**src/crs_pkg.sv**
```systemverilog
// Constants for the processor register set and condition flag block
package crs_pkg;
   // Register selectors on the plain register port
   localparam logic [3:0] CRS_SEL_ACC_A  = 4'h0;
   localparam logic [3:0] CRS_SEL_ACC_B  = 4'h1;
   localparam logic [3:0] CRS_SEL_DPB    = 4'h2;
   localparam logic [3:0] CRS_SEL_FLAGS  = 4'h3;
   localparam logic [3:0] CRS_SEL_IDX_X  = 4'h4;
   localparam logic [3:0] CRS_SEL_IDX_Y  = 4'h5;
   localparam logic [3:0] CRS_SEL_USP    = 4'h6;
   localparam logic [3:0] CRS_SEL_HSP    = 4'h7;
   localparam logic [3:0] CRS_SEL_IPTR   = 4'h8;
   localparam logic [3:0] CRS_SEL_ACC_D  = 4'h9;
   // Flag bit positions
   localparam int CRS_FLG_C = 0;
   localparam int CRS_FLG_V = 1;
   localparam int CRS_FLG_Z = 2;
   localparam int CRS_FLG_N = 3;
   localparam int CRS_FLG_I = 4;
   localparam int CRS_FLG_H = 5;
   localparam int CRS_FLG_F = 6;
   localparam int CRS_FLG_E = 7;
   // Reset values
   localparam logic [7:0]  CRS_DPB_RST   = 8'h00;
   localparam logic [7:0]  CRS_FLAGS_RST = 8'h50;
   localparam logic [15:0] CRS_WORD_RST  = 16'h0000;
   // Arithmetic operations
   localparam logic [2:0] CRS_OP_NONE = 3'h0;
   localparam logic [2:0] CRS_OP_ADD  = 3'h1;
   localparam logic [2:0] CRS_OP_ADC  = 3'h2;
   localparam logic [2:0] CRS_OP_SUB  = 3'h3;
   localparam logic [2:0] CRS_OP_SBC  = 3'h4;
   localparam logic [2:0] CRS_OP_CMP  = 3'h5;
   localparam logic [2:0] CRS_OP_NEG  = 3'h6;
   localparam logic [2:0] CRS_OP_LOG  = 3'h7;
   // Index base selection
   localparam logic [1:0] CRS_BASE_X = 2'h0;
   localparam logic [1:0] CRS_BASE_Y = 2'h1;
   localparam logic [1:0] CRS_BASE_U = 2'h2;
   localparam logic [1:0] CRS_BASE_S = 2'h3;
   // Index post-modification (increment or decrement)
   localparam logic [1:0] CRS_MOD_NONE = 2'h0;
   localparam logic [1:0] CRS_MOD_INC  = 2'h1;
   localparam logic [1:0] CRS_MOD_DEC  = 2'h2;
   // Interrupt and trap service kinds
   localparam logic [2:0] CRS_SVC_NONE  = 3'h0;
   localparam logic [2:0] CRS_SVC_UNMSK = 3'h1;
   localparam logic [2:0] CRS_SVC_FAST  = 3'h2;
   localparam logic [2:0] CRS_SVC_NORM  = 3'h3;
   localparam logic [2:0] CRS_SVC_TRAP  = 3'h4;
   localparam logic [2:0] CRS_SVC_TRAP2 = 3'h5;
   localparam logic [2:0] CRS_SVC_TRAP3 = 3'h6;
   // Hardware stack operations
   localparam logic [1:0] CRS_STK_NONE = 2'h0;
   localparam logic [1:0] CRS_STK_PUSH = 2'h1;
   localparam logic [1:0] CRS_STK_PULL = 2'h2;
endpackage

```
**src/crs_regs.sv**
```systemverilog
// Processor register set, effective address formation and condition flags
//
// Our own choices: the address map and the address-and-strobe port.
`timescale 1ns/100ps
module crs_regs
   import crs_pkg::*;
(
   // Clock and reset
   input  wire logic        clk_sys,
   input  wire logic        rstn,
   input  wire logic        clk_en,
   // Register port
   input  wire logic [3:0]  reg_addr,
   input  wire logic [15:0] reg_wdata,
   input  wire logic        reg_wr,
   input  wire logic        reg_rd,
   output logic      [15:0] reg_rdata,
   // Arithmetic result update
   input  wire logic        alu_valid,
   input  wire logic [2:0]  alu_op,
   input  wire logic        alu_wide,
   input  wire logic [15:0] alu_a,
   input  wire logic [15:0] alu_b,
   // Addressing
   input  wire logic        direct_mode,
   input  wire logic [7:0]  direct_low,
   input  wire logic        index_mode,
   input  wire logic        rel_mode,
   input  wire logic [1:0]  index_base,
   input  wire logic [1:0]  index_mod,
   input  wire logic [15:0] index_offset,
   input  wire logic        user_push,
   input  wire logic        user_pull,
   // Instruction pointer and hardware stack
   input  wire logic        ip_load,
   input  wire logic [15:0] ip_value,
   input  wire logic [1:0]  stack_op,
   input  wire logic [2:0]  service_kind,
   // Interrupt lines, active low
   input  wire logic        fast_interrupt_line_n,
   input  wire logic        normal_interrupt_line_n,
   // Outputs
   output logic [15:0] addr_out,
   output logic [15:0] alu_result,
   output logic [7:0]  flags_out,
   output logic        fast_irq_take,
   output logic        norm_irq_take
);
   logic [7:0]  acc_a_reg, acc_b_reg, dpb_reg, flags_reg, flags_next;
   logic [15:0] idx_x_reg, idx_y_reg, usp_reg, hsp_reg, ip_reg;

   wire [15:0] acc_d = {acc_a_reg, acc_b_reg};
   wire        wr_a  = reg_wr && reg_addr == CRS_SEL_ACC_A;
   wire        wr_b  = reg_wr && reg_addr == CRS_SEL_ACC_B;
   wire        wr_d  = reg_wr && reg_addr == CRS_SEL_ACC_D;

   // Index base mux; instruction pointer replaces it in relative mode
   wire [15:0] base_sel = rel_mode ? ip_reg :
                          index_base == CRS_BASE_X ? idx_x_reg :
                          index_base == CRS_BASE_Y ? idx_y_reg :
                          index_base == CRS_BASE_U ? usp_reg : hsp_reg;
   wire [15:0] eff_addr = base_sel + index_offset;
   wire        do_idx   = index_mode && !rel_mode && index_mod != CRS_MOD_NONE;
   wire [15:0] base_upd = index_mod == CRS_MOD_INC ? base_sel + 16'h0001
                                                   : base_sel - 16'h0001;
   wire upd_x = do_idx && index_base == CRS_BASE_X;
   wire upd_y = do_idx && index_base == CRS_BASE_Y;
   wire upd_u = do_idx && index_base == CRS_BASE_U;
   wire upd_s = do_idx && index_base == CRS_BASE_S;

   // Arithmetic: subtract forms add the inverted operand with inverted carry
   wire        is_sub  = alu_op == CRS_OP_SUB || alu_op == CRS_OP_SBC ||
                         alu_op == CRS_OP_CMP || alu_op == CRS_OP_NEG;
   wire [15:0] opa     = alu_op == CRS_OP_NEG ? 16'h0000 : alu_a;
   wire [15:0] opb     = alu_op == CRS_OP_NEG ? ~alu_a : (is_sub ? ~alu_b : alu_b);
   wire        cin     = (alu_op == CRS_OP_ADC) ? flags_reg[CRS_FLG_C] :
                         (alu_op == CRS_OP_SBC) ? ~flags_reg[CRS_FLG_C] : is_sub;
   wire [16:0] sum16   = {1'b0, opa} + {1'b0, opb} + {16'h0000, cin};
   wire [8:0]  sum8    = {1'b0, opa[7:0]} + {1'b0, opb[7:0]} + {8'h00, cin};
   wire [7:0]  low7    = {1'b0, opa[6:0]} + {1'b0, opb[6:0]} + {7'h00, cin};
   wire [15:0] low15   = {1'b0, opa[14:0]} + {1'b0, opb[14:0]} + {15'h0000, cin};
   wire [4:0]  nib     = {1'b0, opa[3:0]} + {1'b0, opb[3:0]} + {4'h0, cin};
   wire [15:0] res     = alu_op == CRS_OP_LOG ? alu_a :
                         (alu_wide ? sum16[15:0] : {8'h00, sum8[7:0]});
   wire        cout    = alu_wide ? sum16[16] : sum8[8];
   wire        cinto   = alu_wide ? low15[15] : low7[7];
   wire        res_msb = alu_wide ? res[15] : res[7];
   wire        res_z   = alu_wide ? res == 16'h0000 : res[7:0] == 8'h00;
   wire        arith   = alu_op != CRS_OP_LOG && alu_op != CRS_OP_NONE;
   wire        half_op = !alu_wide && (alu_op == CRS_OP_ADD || alu_op == CRS_OP_ADC);

   // Service entry masks; unmaskable and fast also raise the fast mask
   wire svc_sets_i = service_kind == CRS_SVC_UNMSK || service_kind == CRS_SVC_FAST ||
                     service_kind == CRS_SVC_NORM  || service_kind == CRS_SVC_TRAP;
   wire svc_sets_f = service_kind == CRS_SVC_UNMSK || service_kind == CRS_SVC_FAST;
   wire norm_req   = !normal_interrupt_line_n && !flags_reg[CRS_FLG_I];
   wire fast_req   = !fast_interrupt_line_n && !flags_reg[CRS_FLG_F];

   always_comb
   begin
      flags_next = flags_reg;
      if (reg_wr && reg_addr == CRS_SEL_FLAGS)
      begin
         flags_next = reg_wdata[7:0];
      end
      else if (alu_valid && alu_op != CRS_OP_NONE)
      begin
         flags_next[CRS_FLG_N] = res_msb;
         flags_next[CRS_FLG_Z] = res_z;
         if (arith)
         begin
            flags_next[CRS_FLG_C] = is_sub ? ~cout : cout;
            flags_next[CRS_FLG_V] = cout ^ cinto;
         end
         else
         begin
            flags_next[CRS_FLG_V] = 1'b0;
         end
         if (half_op)
         begin
            flags_next[CRS_FLG_H] = nib[4];
         end
      end
      if (svc_sets_i)
      begin
         flags_next[CRS_FLG_I] = 1'b1;
      end
      if (svc_sets_f)
      begin
         flags_next[CRS_FLG_F] = 1'b1;
      end
   end

   always_ff @(posedge clk_sys)
   begin
      if (!rstn)
      begin
         acc_a_reg <= 8'h00;
         acc_b_reg <= 8'h00;
         dpb_reg   <= CRS_DPB_RST;
         flags_reg <= CRS_FLAGS_RST;
         idx_x_reg <= CRS_WORD_RST;
         idx_y_reg <= CRS_WORD_RST;
         usp_reg   <= CRS_WORD_RST;
         hsp_reg   <= CRS_WORD_RST;
         ip_reg    <= CRS_WORD_RST;
      end
      else if (clk_en)
      begin
         flags_reg <= flags_next;
         if (wr_a || wr_d)
            acc_a_reg <= wr_d ? reg_wdata[15:8] : reg_wdata[7:0];
         if (wr_b || wr_d)
            acc_b_reg <= reg_wdata[7:0];
         if (reg_wr && reg_addr == CRS_SEL_DPB)
            dpb_reg <= reg_wdata[7:0];
         if (reg_wr && reg_addr == CRS_SEL_IDX_X)
            idx_x_reg <= reg_wdata;
         else if (upd_x)
            idx_x_reg <= base_upd;
         if (reg_wr && reg_addr == CRS_SEL_IDX_Y)
            idx_y_reg <= reg_wdata;
         else if (upd_y)
            idx_y_reg <= base_upd;
         // User stack moves only on explicit instruction requests
         if (reg_wr && reg_addr == CRS_SEL_USP)
            usp_reg <= reg_wdata;
         else if (upd_u)
            usp_reg <= base_upd;
         else if (user_push)
            usp_reg <= usp_reg - 16'h0001;
         else if (user_pull)
            usp_reg <= usp_reg + 16'h0001;
         // Pre-decrement push keeps the pointer on the last stored byte
         if (reg_wr && reg_addr == CRS_SEL_HSP)
            hsp_reg <= reg_wdata;
         else if (stack_op == CRS_STK_PUSH)
            hsp_reg <= hsp_reg - 16'h0001;
         else if (stack_op == CRS_STK_PULL)
            hsp_reg <= hsp_reg + 16'h0001;
         else if (upd_s)
            hsp_reg <= base_upd;
         if (reg_wr && reg_addr == CRS_SEL_IPTR)
            ip_reg <= reg_wdata;
         else if (ip_load)
            ip_reg <= ip_value;
      end
   end

   // Read mux, answered in the next cycle
   wire [15:0] rd_mux =
      reg_addr == CRS_SEL_ACC_A ? {8'h00, acc_a_reg} :
      reg_addr == CRS_SEL_ACC_B ? {8'h00, acc_b_reg} :
      reg_addr == CRS_SEL_DPB   ? {8'h00, dpb_reg} :
      reg_addr == CRS_SEL_FLAGS ? {8'h00, flags_reg} :
      reg_addr == CRS_SEL_IDX_X ? idx_x_reg :
      reg_addr == CRS_SEL_IDX_Y ? idx_y_reg :
      reg_addr == CRS_SEL_USP   ? usp_reg :
      reg_addr == CRS_SEL_HSP   ? hsp_reg :
      reg_addr == CRS_SEL_IPTR  ? ip_reg :
      reg_addr == CRS_SEL_ACC_D ? acc_d : 16'h0000;

   wire [15:0] addr_next = direct_mode ? {dpb_reg, direct_low} :
                           (index_mode || rel_mode) ? eff_addr : ip_reg;

   always_ff @(posedge clk_sys)
   begin
      if (!rstn)
      begin
         reg_rdata     <= 16'h0000;
         addr_out      <= 16'h0000;
         alu_result    <= 16'h0000;
         flags_out     <= CRS_FLAGS_RST;
         fast_irq_take <= 1'b0;
         norm_irq_take <= 1'b0;
      end
      else if (clk_en)
      begin
         reg_rdata     <= reg_rd ? rd_mux : 16'h0000;
         addr_out      <= addr_next;
         alu_result    <= res;
         flags_out     <= flags_next;
         fast_irq_take <= fast_req;
         norm_irq_take <= norm_req && !fast_req;
      end
   end

   // Reference sums for the flag checks, kept apart from the datapath
   wire [8:0] chk_add8 = {1'b0, alu_a[7:0]} + {1'b0, alu_b[7:0]};
   wire [4:0] chk_nib  = {1'b0, alu_a[3:0]} + {1'b0, alu_b[3:0]};
endmodule

```
**config.mk**
```make
export PLATFORM = sky130hd
export DESIGN_NAME = crs_regs
export DESIGN_NICKNAME = d
export VERILOG_FILES = /design/src/crs_pkg.sv /design/src/crs_regs.sv
export SDC_FILE = /design/constraint.sdc
export NUM_CORES = 1
export LEC_CHECK = 0
export ABC_CLOCK_PERIOD_IN_PS = 4250
export BUFFER_PORTS_ARGS = -buffer_cell sky130_fd_sc_hd__buf_2
export CAP_MARGIN = 25
export CELL_PAD_IN_SITES_DETAIL_PLACEMENT = 1
export CELL_PAD_IN_SITES_GLOBAL_PLACEMENT = 1
export CORE_UTILIZATION = 39
export DETAILED_ROUTE_END_ITERATION = 8
export GPL_ROUTABILITY_DRIVEN = 0
export GPL_TIMING_DRIVEN = 1
export PLACE_DENSITY_LB_ADDON = 0.1
export SYNTH_ARGS = -nofsm -noshare
export SYNTH_HDL_FRONTEND = slang
export SYNTH_SLANG_ARGS = --single-unit
```
**constraint.sdc**
```tcl
create_clock -name clk_sys -period 4.25 [get_ports clk_sys]
set_input_delay 0.2125 -clock clk_sys [delete_from_list [all_inputs] [get_ports clk_sys]]
set_output_delay 0.2125 -clock clk_sys [all_outputs]
set_load 0.02 [all_outputs]
```
==> results.cfg <==
[critical_path]
reg2reg_slack_ps = 520
critPathMaxFanout = 5
path_class = flop to flop
cp.required_ps = 4640
r2r-end = flags_out[2]
rr_startpoint = flags_out[0]
start_kind = flop
rr_worst_depth = 13
crit_arrival_ps = 4130
worstSetupEndpointType = flop

[synth]
yosys_warnings = 0
synth-adder-area-share_pct = 6.922
synth_top_family_by_area = compound AO/OA/AOI/OAI gates
ys.flop_type = dfxtp_1
ys_seq_elements = 162
synth_mux_area_share_pct = 5.785
yosys.cell_types.count = 77
synthCells = 1699
synthArstFlopShare_pct = 0
syn_nets = 1885
syn_area_per_cell_um2 = 7.447
synth_area_mm2 = 0.01265
synth_compound_area_share_pct = 29.90
synth-xor-area-share_pct = 4.430
yosys.area_share.simple_pct = 22.28
yosysSeqAreaShare_pct = 25.63
synth_edf_count = 0

[sta]
finalSetupViolCount = 0
fin_setup_tns_ps = 0
hold_violations = 0
fin_skew_ps = 9.857
tightest_slew_ps = 985.8
report.final.slew_viol_count = 0
relSlewSlack_pct = 34.15
whs_ps = 44.52
rsz0062_at_grt = false
min_period_over_period_pct = 87.85
max_freq_mhz = 267.8
fin_crit_ps = 3734

[clock_network]
clockBufferDepth = 2
cts-htree-levels = 4
cts_resized = 0
cts_made_buffers = 17
cts_root_buf = clkbuf_16
holdBufCountCts = 0
clk-insertion-delay-late_ps = 440
post_cts_buffers = 0
cts_tree = done
cts_sinks = 162
cts.clk_slew.worst_paths_ps = 80

[power_and_ir_drop]
p_seq_share_pct = 33.8
power_density_mw_per_mm2 = 351.5
pwr-share-clk_pct = 30.6
power_frac_comb_pct = 35.5
swShare_pct = 39.52
finalPower_mw = 5.115
p_int_mw = 3.093
vdd_drop_max_mv = 0.2431
p_sw_mw = 2.022
leakagePower_nw = 5.851

[global_routing]
use_met1_pct = 43.41
grt_use_total_pct = 32.80
grt_max_degree = 65
busiest_layer = met2
grt_overflow = 0
grt_util_met2_pct = 54.27
met3_usage_pct = 4.730
antenna_found_initial = 0
grt_pass1_vias = 14130
grt_pass1_wl_um = 84100

[job]
max-cap-violations = 0

[drt]
via_count = 14170
drt-wirelength-per-cell_um = 24.44
dr.pass1.iters = 5
drc = 0
ant_nets = 0
routed_via_density = 6.358
drt-total-wl_um = 54470
dr.first_iter.drc_count = 1072

[status]
outcome = finished clean

[placed_design]
dp_hpwl_um = 41680
placed_cell_area_mm2 = 0.01396
io_buffer_count = 176

[layout]
final_nets = 2000
diodes = 0
final_area_mm2 = 0.01455
layout_common_cells = nand2_1 (231), nor2_1 (212), buf_2 (176), dfxtp_1 (162), a21oi_1 (113)
drive_gt1_share_pct = 16.48
area_delta_synth_final_pct = 15.00
layout_commonest_cell = nand2_1

[die]
start_util_pct = 39.89
rows = 65
die_area_mm2 = 0.03317
die_x_um = 182.1
core_mm2 = 0.03172
die_h_um = 182.1
io_pins = 177

[hold_path]
min_from = ip_value[10]
worstHoldPathType = input pin to flop
hold_end = ip_reg[10]
hold_depth = 3
[routing by layer]
layer | vias up | wire (um) | part of all wire [%]
met5 | - | 0 | 0
met4 | 0 | 1739 | 3.2
met3 | 101 | 4180 | 7.7
met2 | 617 | 25100 | 46
met1 | 6925 | 23450 | 43
li1 | 6528 | - | -
[stage by stage]
step / setup slack [ps] / util, % / std cells
after global placement: 293.6 / 43.96 / 2194
after CTS: 489.5 / 45.83 / 2227
after floorplan: 37.70 / - / 1699
after global routing: 156.4 / 45.87 / 2229
final: 516.2 / 45.87 / 2229
after detailed placement: 163.7 / 44.01 / 2195
[synth_stat cells, types with 8 or more instances]
cell / instances / area (um2)
nor2_1: 212 / 795.8
mux4_2: 12 / 270.3
inv_1: 31 / 116.4
xnor2_1: 40 / 350.3
a311oi_1: 47 / 411.6
xor2_1: 24 / 210.2
nand2_1: 231 / 867.1
o211ai_1: 45 / 337.8
and2_1: 27 / 168.9
a211oi_1: 31 / 232.7
mux2i_1: 33 / 330.3
a31oi_1: 36 / 225.2
nand3_1: 50 / 250.2
a21oi_1: 116 / 580.6
clkbuf_1: 122 / 457.9
o21bai_1: 8 / 60.06
or3_1: 24 / 150.1
o221ai_1: 8 / 70.07
o21a_1: 9 / 67.56
buf_1: 9 / 33.78
o21ai_0: 84 / 420.4
a221oi_1: 33 / 289.0
a21o_1: 15 / 112.6
dfxtp_1: 162 / 3243
nor4_1: 9 / 56.30
nand2b_1: 8 / 50.05
a22oi_1: 39 / 292.8
and3_1: 15 / 93.84
o22ai_1: 9 / 56.30
ha_1: 62 / 775.7
nor3_1: 31 / 155.2
[layout make-up]
type	count	area, um2
fillers	4014	17170
multi-input cells	1369	8796
flip-flops and latches	162	3243
repair buffers	229	1299
well taps	402	503.0
clock buffers	18	439.2
clock inverters	14	136.4
inverters	35	133.9
[logic make-up (layout without fill, tap and decap cells)]
logic type	count (synthesis)	after routing
DFF	162	162
buffers and inverters	168	296
muxes	51	51
adders and majority gates	67	67
AOI/OAI and AO/OA	548	548
and+or+nand+nor	639	639
xor gates and xnor gates	64	64
[worst max path at each step]
stage               slack, ps      endpoint  depth (start not counted)          start
finish                    520  flags_out[2]                         13   flags_out[0]
global placement          290  addr_out[15]                         13  index_base[0]
floorplan                  40  flags_out[2]                         16      alu_op[0]
global route              160  flags_out[2]                         13   flags_out[0]
detailed placement        160  flags_out[2]                         17      alu_op[0]
CTS                       490  flags_out[2]                         13   flags_out[0]
[power by group through the flow]
stage | logic (mW) | clock network (mW) | registers, mW
final | 1.82 | 1.57 | 1.73
after global placement | 1.74 | 0 | 1.75
after floorplan | 1.17 | 0 | 1.74
after CTS | 1.79 | 1.58 | 1.72
after detailed placement | 1.78 | 0 | 1.76
after global routing | 1.98 | 1.65 | 1.74
[worst max-delay path, cell delays in order (launching register included)]
cell	delay (ps)
dfxtp_1	370
o21ai_0	180
a221oi_1	130
fa_1	440
fa_1	460
a211oi_1	300
buf_4	180
o21ai_0	90
a21oi_1	200
xnor2_1	110
a2111oi_0	620
nand4_1	170
and4b_1	270
a41o_1	160
Note: power is estimated with default switching activity, not from simulation.
